## config.mk

```make
export PLATFORM = sky130hd
export DESIGN_NAME = psrv_top
export DESIGN_NICKNAME = d
export VERILOG_FILES = /design/src/hw/psrv_top.v
export VERILOG_INCLUDE_DIRS = /design/src /design/src/hw
export SDC_FILE = /design/constraint.sdc
export NUM_CORES = 1
export LEC_CHECK = 0
export ABC_AREA = 1
export BUFFER_PORTS_ARGS = -buffer_cell sky130_fd_sc_hd__buf_2
export CORE_AREA = 2 2 192 232
export DETAILED_ROUTE_END_ITERATION = 8
export DIE_AREA = 0 0 194 234
export HOLD_SLACK_MARGIN = 0.03
export PLACE_DENSITY = 0.75
export SYNTH_ARGS = -nofsm -noshare
export SYNTH_HDL_FRONTEND = slang
export SYNTH_SLANG_ARGS = --single-unit
```

## constraint.sdc

```tcl
create_clock -name pclk -period 1.8 [get_ports pclk]
set_input_delay 0.18 -clock pclk [delete_from_list [all_inputs] [get_ports pclk]]
set_output_delay 0.18 -clock pclk [all_outputs]
set_load 0.01 [all_outputs]
```

## src/hw/psrv_map.vh

```
// Register offsets, field positions, codes and reset values of the routing block
`ifndef PSRV_MAP_VH
`define PSRV_MAP_VH

// ----------------------------------------------------------------
// Register indices (byte address is four times the index)
// ----------------------------------------------------------------
`define PSRV_IDX_VDIR 6'h00
`define PSRV_IDX_VOUT 6'h01
`define PSRV_IDX_VIN 6'h02
`define PSRV_IDX_VFLAGS 6'h03
`define PSRV_IDX_ROUTE 6'h05
`define PSRV_IDX_EVSEL 6'h06

// ----------------------------------------------------------------
// Field positions
// ----------------------------------------------------------------
`define PSRV_CS_LSB 0
`define PSRV_CS_MSB 1
`define PSRV_ADR_LSB 2
`define PSRV_ADR_MSB 3
`define PSRV_EV_MSB 2
`define PSRV_FLAG_MSB 1

// ----------------------------------------------------------------
// Reset values
// ----------------------------------------------------------------
`define PSRV_RST_BYTE 8'h00
`define PSRV_RST_ROUTE 4'h0
`define PSRV_RST_EVSEL 3'h0
`define PSRV_RST_FLAGS 2'h0

// ----------------------------------------------------------------
// Address route codes
// ----------------------------------------------------------------
`define PSRV_ADR_F_FULL 2'h0
`define PSRV_ADR_E_FULL 2'h1
`define PSRV_ADR_F_HALF 2'h2
`define PSRV_ADR_E_HALF 2'h3

// ----------------------------------------------------------------
// Chip select route codes and physical port numbers
// ----------------------------------------------------------------
`define PSRV_CS_H 2'h0
`define PSRV_CS_L 2'h1
`define PSRV_CS_F 2'h2
`define PSRV_CS_E 2'h3
`define PSRV_PORT_E 4'h4
`define PSRV_PORT_F 4'h5
`define PSRV_PORT_H 4'h7
`define PSRV_PORT_L 4'ha

// ----------------------------------------------------------------
// Memory type codes of the external bus
// ----------------------------------------------------------------
`define PSRV_MEM_SDRAM 2'h0
`define PSRV_MEM_SRAM 2'h1
`define PSRV_MEM_SRAM_LATCHLESS 2'h2

`endif

```

## src/hw/psrv_top.v

```verilog
// Pin routing of the external bus and event output, plus a virtual port window
`timescale 1ns/1ps
`default_nettype none
`include "psrv_map.vh"

module psrv_top #(
    parameter HAS_ADDR_ROUTE = 1
) (
    input wire pclk,
    input wire presetn,
    input wire psel,
    input wire penable,
    input wire pwrite,
    input wire [7:0] paddr,
    input wire [31:0] pwdata,
    input wire [3:0] pstrb,
    output reg [31:0] prdata,
    output wire pready,
    output wire pslverr,
    input wire [3:0] vport_map,
    input wire ebi_four_port,
    input wire [1:0] ebi_mem_type,
    input wire [23:8] ebi_addr,
    input wire [3:0] ebi_cs,
    input wire [7:0] event_channels,
    output reg event_pin_out,
    input wire [31:0] irq_sense_event,
    input wire [127:0] pin_in,
    output reg [127:0] pin_out,
    output reg [127:0] pin_oe_n
);

    // ----------------------------------------------------------------
    // Functions
    // ----------------------------------------------------------------
    function [7:0] byte_of;
        input [127:0] flat;
        input [3:0] idx;
        begin
            byte_of = flat[idx * 8 +: 8];
        end
    endfunction

    function is_mapped;
        input [5:0] idx;
        begin
            is_mapped = (idx == `PSRV_IDX_VDIR) || (idx == `PSRV_IDX_VOUT) ||
                        (idx == `PSRV_IDX_VIN) || (idx == `PSRV_IDX_VFLAGS) ||
                        (idx == `PSRV_IDX_ROUTE) || (idx == `PSRV_IDX_EVSEL);
        end
    endfunction

    function [7:0] route_byte;
        input [1:0] mem;
        input half;
        input [23:8] a;
        begin
            route_byte = 8'h00;
            if (half) begin
                case (mem)
                    `PSRV_MEM_SDRAM: route_byte = {a[11:8], 4'h0};
                    `PSRV_MEM_SRAM: route_byte = {a[19:16], 4'h0};
                    default: route_byte = 8'h00;
                endcase
            end else begin
                case (mem)
                    `PSRV_MEM_SDRAM: route_byte = {4'h0, a[11:8]};
                    `PSRV_MEM_SRAM: route_byte = a[23:16];
                    `PSRV_MEM_SRAM_LATCHLESS: route_byte = a[15:8];
                    default: route_byte = 8'h00;
                endcase
            end
        end
    endfunction

    // Latchless variants have no upper address on a half route, so no pin is taken
    function [7:0] route_mask;
        input [1:0] mem;
        input half;
        begin
            case (mem)
                `PSRV_MEM_SDRAM: route_mask = half ? 8'hf0 : 8'hff;
                `PSRV_MEM_SRAM: route_mask = half ? 8'hf0 : 8'hff;
                `PSRV_MEM_SRAM_LATCHLESS: route_mask = half ? 8'h00 : 8'hff;
                default: route_mask = 8'h00;
            endcase
        end
    endfunction

    function [7:0] overlay;
        input [7:0] base;
        input [7:0] val;
        input [7:0] mask;
        begin
            overlay = (base & ~mask) | (val & mask);
        end
    endfunction

    function [3:0] cs_port_of;
        input [1:0] code;
        begin
            case (code)
                `PSRV_CS_H: cs_port_of = `PSRV_PORT_H;
                `PSRV_CS_L: cs_port_of = `PSRV_PORT_L;
                `PSRV_CS_F: cs_port_of = `PSRV_PORT_F;
                default: cs_port_of = `PSRV_PORT_E;
            endcase
        end
    endfunction

    // ----------------------------------------------------------------
    // State
    // ----------------------------------------------------------------
    reg [7:0] dir_reg [0:15];
    reg [7:0] out_reg [0:15];
    reg [1:0] flag_reg [0:15];
    reg [3:0] route_reg;
    reg [2:0] evsel_reg;
    reg [127:0] pin_out_next;
    reg [127:0] pin_oe_n_next;
    reg [127:0] dir_flat;
    reg [127:0] out_flat;
    reg [31:0] rdata_next;
    reg [7:0] drive_mask;
    reg [7:0] addr_byte;
    integer i;
    integer p;
    integer q;
    integer r;

    wire [5:0] reg_idx = paddr[7:2];
    wire aligned = (paddr[1:0] == 2'h0);
    wire hit = aligned && is_mapped(reg_idx);
    wire setup = psel && !penable;
    wire access = psel && penable;
    wire wr_en = access && pwrite && hit && pstrb[0];
    wire [1:0] adr_route = route_reg[`PSRV_ADR_MSB:`PSRV_ADR_LSB];
    wire [1:0] cs_route = route_reg[`PSRV_CS_MSB:`PSRV_CS_LSB];

    // Per-register write strobes
    wire wr_vdir = wr_en && (reg_idx == `PSRV_IDX_VDIR);
    wire wr_vout = wr_en && (reg_idx == `PSRV_IDX_VOUT);
    wire wr_flags = wr_en && (reg_idx == `PSRV_IDX_VFLAGS);
    wire wr_route = wr_en && (reg_idx == `PSRV_IDX_ROUTE);
    wire wr_evsel = wr_en && (reg_idx == `PSRV_IDX_EVSEL);
    wire [3:0] cs_port = cs_port_of(cs_route);

    // ----------------------------------------------------------------
    // APB answer
    // ----------------------------------------------------------------
    // no wait
    assign pready = 1'b1;
    assign pslverr = access && !hit;

    always @* begin
        rdata_next = 32'h0000_0000;
        case (reg_idx)
            `PSRV_IDX_VDIR: rdata_next[7:0] = dir_reg[vport_map];
            `PSRV_IDX_VOUT: rdata_next[7:0] = out_reg[vport_map];
            `PSRV_IDX_VIN: rdata_next[7:0] = byte_of(pin_in, vport_map);
            `PSRV_IDX_VFLAGS: rdata_next[`PSRV_FLAG_MSB:0] = flag_reg[vport_map];
            `PSRV_IDX_ROUTE: rdata_next[3:0] = route_reg;
            `PSRV_IDX_EVSEL: rdata_next[`PSRV_EV_MSB:0] = evsel_reg;
            default: rdata_next = 32'h0000_0000;
        endcase
        if (!aligned) begin
            rdata_next = 32'h0000_0000;
        end
    end

    // Captured in the setup cycle so the data stands for the whole access
    always @(posedge pclk or negedge presetn) begin
        if (!presetn) begin
            prdata <= 32'h0000_0000;
        end else if (setup && !pwrite) begin
            prdata <= rdata_next;
        end
    end

    // ----------------------------------------------------------------
    // Physical port registers behind the window
    // ----------------------------------------------------------------
    always @(posedge pclk or negedge presetn) begin
        if (!presetn) begin
            for (i = 0; i < 16; i = i + 1) begin
                dir_reg[i] <= `PSRV_RST_BYTE;
            end
        end else if (wr_vdir) begin
            dir_reg[vport_map] <= pwdata[7:0];
        end
    end

    always @(posedge pclk or negedge presetn) begin
        if (!presetn) begin
            for (p = 0; p < 16; p = p + 1) begin
                out_reg[p] <= `PSRV_RST_BYTE;
            end
        end else if (wr_vout) begin
            out_reg[vport_map] <= pwdata[7:0];
        end
    end

    always @(posedge pclk or negedge presetn) begin
        if (!presetn) begin
            route_reg <= `PSRV_RST_ROUTE;
            evsel_reg <= `PSRV_RST_EVSEL;
        end else begin
            if (wr_route) begin
                route_reg <= pwdata[3:0];
            end
            if (wr_evsel) begin
                evsel_reg <= pwdata[`PSRV_EV_MSB:0];
            end
        end
    end

    // Set wins over a same-cycle clear so no sense event is lost
    always @(posedge pclk or negedge presetn) begin
        if (!presetn) begin
            for (q = 0; q < 16; q = q + 1) begin
                flag_reg[q] <= `PSRV_RST_FLAGS;
            end
        end else begin
            for (q = 0; q < 16; q = q + 1) begin
                flag_reg[q] <= (flag_reg[q] &
                    ~({2{wr_flags && (vport_map == q[3:0])}} & pwdata[`PSRV_FLAG_MSB:0])) |
                    irq_sense_event[q * 2 +: 2];
            end
        end
    end

    // ----------------------------------------------------------------
    // Pin routing
    // ----------------------------------------------------------------
    always @* begin
        dir_flat = 128'h0;
        out_flat = 128'h0;
        for (r = 0; r < 16; r = r + 1) begin
            dir_flat[r * 8 +: 8] = dir_reg[r];
            out_flat[r * 8 +: 8] = out_reg[r];
        end
        pin_out_next = out_flat;
        addr_byte = route_byte(ebi_mem_type, adr_route[1], ebi_addr);
        drive_mask = route_mask(ebi_mem_type, adr_route[1]);
        if ((HAS_ADDR_ROUTE != 0) && ebi_four_port) begin
            case (adr_route)
                `PSRV_ADR_F_FULL, `PSRV_ADR_F_HALF: begin
                    pin_out_next[`PSRV_PORT_F * 8 +: 8] =
                        overlay(out_flat[`PSRV_PORT_F * 8 +: 8], addr_byte, drive_mask);
                end
                default: begin
                    pin_out_next[`PSRV_PORT_E * 8 +: 8] =
                        overlay(out_flat[`PSRV_PORT_E * 8 +: 8], addr_byte, drive_mask);
                end
            endcase
        end

        // chip select port; placed last so it wins over address pins
        pin_out_next[cs_port * 8 + 4 +: 4] = ebi_cs;

        pin_oe_n_next = ~dir_flat;
    end

    // ----------------------------------------------------------------
    // Registered pin outputs
    // ----------------------------------------------------------------
    always @(posedge pclk or negedge presetn) begin
        if (!presetn) begin
            pin_out <= 128'h0;
        end else begin
            pin_out <= pin_out_next;
        end
    end

    // Pins float until software sets a direction
    always @(posedge pclk or negedge presetn) begin
        if (!presetn) begin
            pin_oe_n <= {128{1'b1}};
        end else begin
            pin_oe_n <= pin_oe_n_next;
        end
    end

    always @(posedge pclk or negedge presetn) begin
        if (!presetn) begin
            event_pin_out <= 1'b0;
        end else begin
            event_pin_out <= event_channels[evsel_reg];
        end
    end

endmodule
`default_nettype wire

```

==> results.md, run 1 <==
* Setup tns final at 0 ps
* Synth Area in Compound Gates at between 10 and 15%
* Post-Synthesis Cells at 2,613
* H-tree Lvls at 2
* CTS clock-pin slew for the worst setup and hold paths at 70 ps
* Fin crit period at approximately 1700 ps
* Width of the die at roughly 190 um
* Final Cycle Share at 94.4%
* Slowest stage delay, CP at between 400 and 500 ps
* Worst path slowest cell: dfrtp_1
* Clk_lat worst skew at 590 ps
* Simple-gate portion of the synthesized area at approximately a fifth
* Most Frequent Cell on Critical Path: nand2_1
* Gr usage total at 34.9%
* Max_cap viols at 0
* DR iter-0 viols at between 1,500 and 2,000
* Critical path endpoint category: flip-flop
* Leak Pwr at roughly 15 nW
* Die Ht at between 200 and 250 um
* Detailed placement HPWL at approximately 57 mm
* Status: finished, final reports clean
* Non-filler cells, final at 3,774
* Via count of the first global-routing pass at slightly above 20,000
* FF-to-FF End: prdata[4]$_DFFE_PN0P_
* Setup crit start kind: flip-flop
* RSZ-0062 raised after global routing: false
* Power Total at 0.0255 W
* Max Root-Sink Buffers at 3
* Yosys reg bits at 560
* CP startpoint: dir_flat[36]$_DFFE_PN0P_
* Worst path buffer plus inverter count at 1
* Synth Area in Adders at 0%
* CP Max Fanout at 3
* TritonCTS buffer count at 52
* Peak VDD IR at approximately 0.00083 V
* Sinks on Clock Net at 560
* Final hold violation count at 0
* Fillers at around 3,500
* Post-synthesis mux area share at 0.391%
* YS warnings at 0
* Cell family with most CP delay: compound AO/OA/AOI/OAI gates
* Synth Cell Area at 0.0231 mm^2
* Global-route wire length before repair at about 120 mm
* Worst endpoint required time at between 2000 and 2500 ps
* Crit Path Class: flip-flop to flip-flop
* Area delta synth->final at 26.3%
* CP Data Arrival Time at roughly 2200 ps
* Worst-Margin Slew at between 700 and 800 ps
* Starting Density at 53.2%
* Rel. slew slack at 51.7%
* Dpl ws at -368 ps
* Die ar. at ~0.045 mm^2
* Drt pass-1 iters at 7
* CTS tree: built
* Core area at 0.0433 mm^2
* Worst r2r src: dir_flat[36]$_DFFE_PN0P_
* Drt drc at 0
* Initial antenna violation count at 6
* R2R Setup Slk at between 100 and 150 ps
* Maximum number of pins on one net before global-route repair at 74
* Crit path cell chain: a22oi_1 -> nand2_1 -> nand2_1 -> nand2_1 -> o21ai_0 -> buf_4 -> nand3_1 -> nand2_1 -> nand2_1
* Final #Nets at ~3,400
* Final setup viols at 0
* Aggregate routed wire length at roughly 80 mm
* # IOs at approximately 540
* GP Congestion at approximately 0.94
* Mean Syn Cell Area at slightly below 9 um^2
* Routed Antenna Nets at 0
* Gr ovfl total at 0
* Cell Pwr Density at ~880 mW/mm^2
* Vias post-DR at between 20,000 and 25,000
* Stages on the worst setup path at 9
* DR WL/cell at around 21 um
* Main combinational cell family by area after synthesis: simple AND/OR/NAND/NOR gates
* Share of cells above drive strength 1 at 27.8%
* Worst reg2reg path depth at 9
* DP Cell Count at approximately 3,600
* Fmax at 589 MHz
* Max Slew Vio Count at 0
* Root buffer cell: clkbuf_16
* Clk_skew at 19.8 ps
* Xor/xnor cell area share of the yosys netlist at 0%
* Via/cell ratio at between 5 and 6
* Sequential area share after synthesis at approximately three fifths
* Worst Hold Path Cells at 5
* Row count at 84
* Fin worst setup slack at 102 ps
* IO Port Bufs at 482
* Crit path to: prdata[4]$_DFFE_PN0P_
* Hold WC Path Type: input port to flip-flop
* Netlist cell types at 31
logic make-up after synthesis:
kind of cell           after synthesis
AND/OR/NAND/NOR                   1168
flip-flops                         560
AO/OA/AOI/OAI                      456
buffers and inverters              419
multiplexers                         8
other                                2
placed cells by master (no fill, tap or decap), types with 25 or more instances in the layout:
cell / netlist / layout
dfrtp_1: 432 / 432
inv_1: 216 / 213
nand3_1: 26 / 26
nand2_1: 956 / 956
a22oi_1: 25 / 25
clkbuf_16: 0 / 56
dlygate4sd3_1: 0 / 43
buf_12: 1 / 35
a21oi_1: 55 / 55
dfstp_2: 128 / 128
nand4_1: 36 / 36
buf_2: 26 / 480
o21ai_0: 224 / 221
nor2_1: 117 / 114
conb_1: 2 / 25
o21ai_1: 129 / 132
buf_4: 26 / 115
repair_timing:
action	in CTS	in global routing
buffers inserted	0	0
gates resized for setup	0	3
setup endpoints to repair	0	3
hold buffers	43	0
endpoints found under the hold margin	390	0
worst min-delay path: cells and delay by family:
kind / cells / cell delay, ps
AND/OR/NAND/NOR: 2 / 210
buffers and inverters: 1 / 80
AO/OA/AOI/OAI: 2 / 130
metrics by stage:
| step | area (um^2) | utilization, % | hold slack [ps] |
|---|---|---|---|
| 4_1_cts | 29100 | 67.2 | 30.9 |
| 2_1_floorplan | 23100 | - | -116 |
| 3_5_place_dp | 26900 | 62.2 | 172 |
| 5_1_grt | 29100 | 67.2 | 68.1 |
| 6_report | 29100 | 67.2 | 43.8 |
| 3_3_place_gp | 26900 | 62.2 | 170 |
worst min-delay path by stage:
stage / startpoint / endpoint / slack, ps
6_report: ebi_addr[12] / pin_out[36]$_DFF_PN0_ / 40
5_1_grt: paddr[3] / prdata[2]$_DFFE_PN0P_ / 70
4_1_cts: ebi_addr[12] / pin_out[36]$_DFF_PN0_ / 30
3_5_place_dp: presetn / out_flat[74]$_DFFE_PN0P_ / 170
3_3_place_gp: presetn / out_flat[74]$_DFFE_PN0P_ / 170
2_1_floorplan: presetn / dir_flat[0]$_DFFE_PN0P_ / -120
routing by layer:
metal | track usage, % | wire length, um | part of all wire [%] | vias to the layer above
met5 | 0 | 9 | 0.011 | -
met4 | 20.9 | 5130 | 6.4 | 2
met3 | 5.72 | 6360 | 7.9 | 287
met2 | 59.0 | 39400 | 49 | 1184
met1 | 42.7 | 29500 | 37 | 9938
li1 | - | - | - | 9244
power breakdown:
part / switching [W] / total [W] / internal [W]
logic: 0.00118 / 0.00177 / 0.000597
registers: 0.00000727 / 0.0126 / 0.0126
clock network: 0.00486 / 0.0111 / 0.00628
total: 0.00604 / 0.0255 / 0.0195
cells in the mapped netlist (all sizes together):
library cell  number  area (um^2)
a21oi             55          275
a22oi             25          188
a31oi              1         6.26
buf               66          424
clkbuf           130          488
clkinv             4         15.0
conb               2         7.51
dfrtp            432        10800
dfstp            128         3360
inv              219          822
mux2               8         90.1
nand2            977         3750
nand3             26          130
nand4             36          225
nor2             123          504
nor3               4         20.0
o21ai            353         1770
o21bai             9         67.6
o22ai             13         81.3
or2                1         6.26
or3b               1         8.76
cell type report:
| type | instances | area [um^2] | share of cell area [%] |
|---|---|---|---|
| multi-input cells | 1657 | 7250 | 24.9 |
| repair buffers | 674 | 4410 | 15.2 |
| inverters | 223 | 837 | 2.88 |
| diodes | 6 | 15.0 | 0.0516 |
| well taps | 559 | 699 | 2.40 |
| clock inverters | 20 | 148 | 0.507 |
| clock buffers | 75 | 1580 | 5.44 |
| flip-flops and latches | 560 | 14200 | 48.7 |
(Power assumes the default switching activity.)
==> run 2, diff against run 1 <==
- clock period: 1.8 -> 1.7 ns (I/O delays scaled with it)
==> results.md, run 2 (synthesized netlist as in run 1, its figures left out) <==
* Status: finished, final reports clean
* Cell-internal power at 0.0203 W (+4.4%)
* Setup crit start kind: flip-flop
* Drt drc at 0 (unchanged)
* Detailed placement HPWL at 57.2 mm (+1.0%)
* CP startpoint: dir_flat[30]$_DFFE_PN0P_
* Final setup viols at 0 (unchanged)
* Fin crit period at 1690 ps (-4.45 ps)
* DR iter-0 viols at 2,243 (+19%)
* Multi-input logic area at 0.00736 mm^2 (+1.6%)
* Critical path endpoint category: flip-flop
* Crit path cell chain: inv_1 -> nor2_1 -> a21oi_1 -> nand2_1 -> nand2_1 -> nand2_1 -> o21ai_2 -> buf_4 -> nand3_1 -> nand2_1 -> nand2_1
* Via/cell ratio at 5.48 (+0.19%)
* Root buffer cell: clkbuf_16
* CTS clock-pin slew for the worst setup and hold paths at 70 ps (about the same)
* Leak Pwr at 14.9 nW (+1.4%)
* Worst path buffer plus inverter count at 2 (+1)
* Maximum number of pins on one net before global-route repair at 80 (+8.1%)
* H-tree Lvls at 2 (unchanged)
* Worst r2r src: dir_flat[30]$_DFFE_PN0P_
* Slowest stage delay, CP at 390 ps (-20 ps)
* Hold Crit Endpoint: prdata[2]$_DFFE_PN0P_
* IO Port Bufs at 482 (unchanged)
* Clk_skew at 23.6 ps (+3.80 ps)
* Sequential fraction of design power at 50.4% (+1.0 points)
* Clk_lat worst skew at 580 ps (about the same)
* Sequential Area at 0.0142 mm^2 (unchanged)
* Most frequent cells in the layout: nand2_1 (952), buf_2 (480), dfrtp_1 (432), o21ai_0 (218), inv_1 (208)
* Switch share at 23.3% (-0.33 points)
* Area delta synth->final at 27.8%
* Max_cap viols at 0 (unchanged)
* Commonest non-fill, non-tap cell in the layout: nand2_1
* Worst-Margin Slew at 725 ps (+2.38 ps)
* Most Frequent Cell on Critical Path: nand2_1
* FF-to-FF End: prdata[6]$_DFFE_PN0P_
* Via count of the first global-routing pass at 20,469 (-1.2%)
* TritonCTS buffer count at 50 (-3.8%)
* Cell Pwr Density at 901 mW/mm^2 (+2.7%)
* DP Cell Count at 3,650 (+0.55%)
* Share of cells above drive strength 1 at 28.8% (+1.0 points)
* Cell family with most CP delay: simple AND/OR/NAND/NOR gates
* Clk network pwr share at 42.3% (-1.3 points)
* Combinational share of power at 7.3% (+0.4 points)
* Rel. slew slack at 51.5% (-0.16 points)
* Worst Hold Path Cells at 5 (unchanged)
* Vias post-DR at 20,826 (+0.83%)
* Max Slew Vio Count at 0 (unchanged)
* GP Congestion at 0.955 (+1.6%)
* Width of the die at 194 um (unchanged)
* CTS tree: built
* Aggregate routed wire length at 80.7 mm (+0.40%)
* Peak VDD IR at 0.000855 V (+3.1%)
* Worst path slowest cell: dfrtp_1
* Fillers at 3,410 (-2.2%)
* Fmax at 590 MHz (+0.26%)
* Sinks on Clock Net at 560 (unchanged)
* Post-Route Utilization at 68.0% (+0.79 points)
* CP Data Arrival Time at 2160 ps (-20 ps)
* DR WL/cell at 21.2 um (-0.24%)
* Die ar. at 0.0454 mm^2 (unchanged)
* Min-delay src: paddr[2]
* # IOs at 535 (unchanged)
* Drt pass-1 iters at 5 (-2)
* Routed Antenna Nets at 0 (unchanged)
* Final #Nets at 3,440 (+0.82%)
* Crit Path Class: flip-flop to flip-flop
* CP Max Fanout at 2 (-1)
* Non-filler cells, final at 3,798 (+0.64%)
* Switching power at 0.00619 W (+2.5%)
* Worst reg2reg path depth at 11 (+2)
* Gr ovfl total at 0 (unchanged)
* Row count at 84 (unchanged)
* Starting Density at 53.2% (unchanged)
* Core area at 0.0433 mm^2 (unchanged)
* Worst endpoint required time at 2170 ps (-110 ps)
* Gr usage total at 35.0% (+0.062 points)
* Final hold violation count at 0 (unchanged)
* Die Ht at 234 um (unchanged)
* Hold WC Path Type: input port to flip-flop
* Global-route wire length before repair at 120 mm (+0.20%)
* R2R Setup Slk at 6 ps (-100 ps)
* Max Root-Sink Buffers at 3 (unchanged)
* Final Cycle Share at 99.6% (+5.3 points)
* Initial antenna violation count at 7 (+1)
-- run 2: cell count changes in the layout (fill, tap and decap cells not counted), sizes merged --
cell,change
buf,+25
clkinv,-5
dlygate4sd3,+3
clkbuf,+2
inv,-2
clkinvlp,+1
-- run 2: power groups by stage --
stage | sequential [W] | clock [W] | combinational, W
2_1_floorplan | 0.0136 | 0 | 0.000621
3_3_place_gp | 0.0136 | 0 | 0.00180
3_5_place_dp | 0.0136 | 0 | 0.00182
4_1_cts | 0.0134 | 0.0113 | 0.00191
5_1_grt | 0.0134 | 0.0119 | 0.00209
6_report | 0.0134 | 0.0112 | 0.00194
-- run 2: tightest hold or removal path, stage by stage --
cell and delay, ps:
buf_2 120, buf_4 120, a21oi_1 50, nand2_1 70
nand2_1 50
-- run 2: layer usage --
layer  share of wire [%]  wire (um)  track usage [%]  vias to the layer above
met2                  49      39900             60.4                     1221
met5               0.042         34                0                        -
met1                  36      29200             43.0                    10024
li1                    -          -                -                     9291
met3                 8.5       6860             5.57                      284
met4                 5.8       4700             17.7                        6
-- run 2: worst max-delay path by stage --
stage | to | cells after the start
4_1_cts | prdata[6]$_DFFE_PN0P_ | 11
3_5_place_dp | prdata[5]$_DFFE_PN0P_ | 14
5_1_grt | prdata[7]$_DFFE_PN0P_ | 13
3_3_place_gp | prdata[5]$_DFFE_PN0P_ | 14
2_1_floorplan | out_flat[5]$_DFFE_PN0P_ | 14
6_report | prdata[6]$_DFFE_PN0P_ | 11
-- run 2: final cells by class --
type	count	area share [%]
antenna	6	0.0510
inverter	223	2.84
multi-input combinational	1657	25.0
clock inverter	14	0.382
tap	559	2.37
clock buffer	75	5.13
sequential	560	48.1
timing repair buffer	704	16.1
-- run 2: metrics by stage --
stage	instance area [um^2]	hold slack [ps]	setup slack [ps]	setup TNS (ps)	power [W]
floorplan	23100	-126	4.06	0	0.0142
global placement	27100	74.5	-412	-67160	0.0154
detailed placement	27100	78.0	-451	-65360	0.0154
CTS	29200	30.6	0.607	0	0.0266
global route	29400	77.5	-15.9	-30.7	0.0273
finish	29500	41.2	6.00	0	0.0265
-- run 2: repair_timing --
action                                 4_1_cts  5_1_grt
hold buffers                                46        0
endpoints found under the hold margin      342        0
setup endpoints to repair                    4       21
pin swaps                                    0       15
gates cloned                                 0        2
buffers inserted                             0        6
gates resized for setup                      6       33
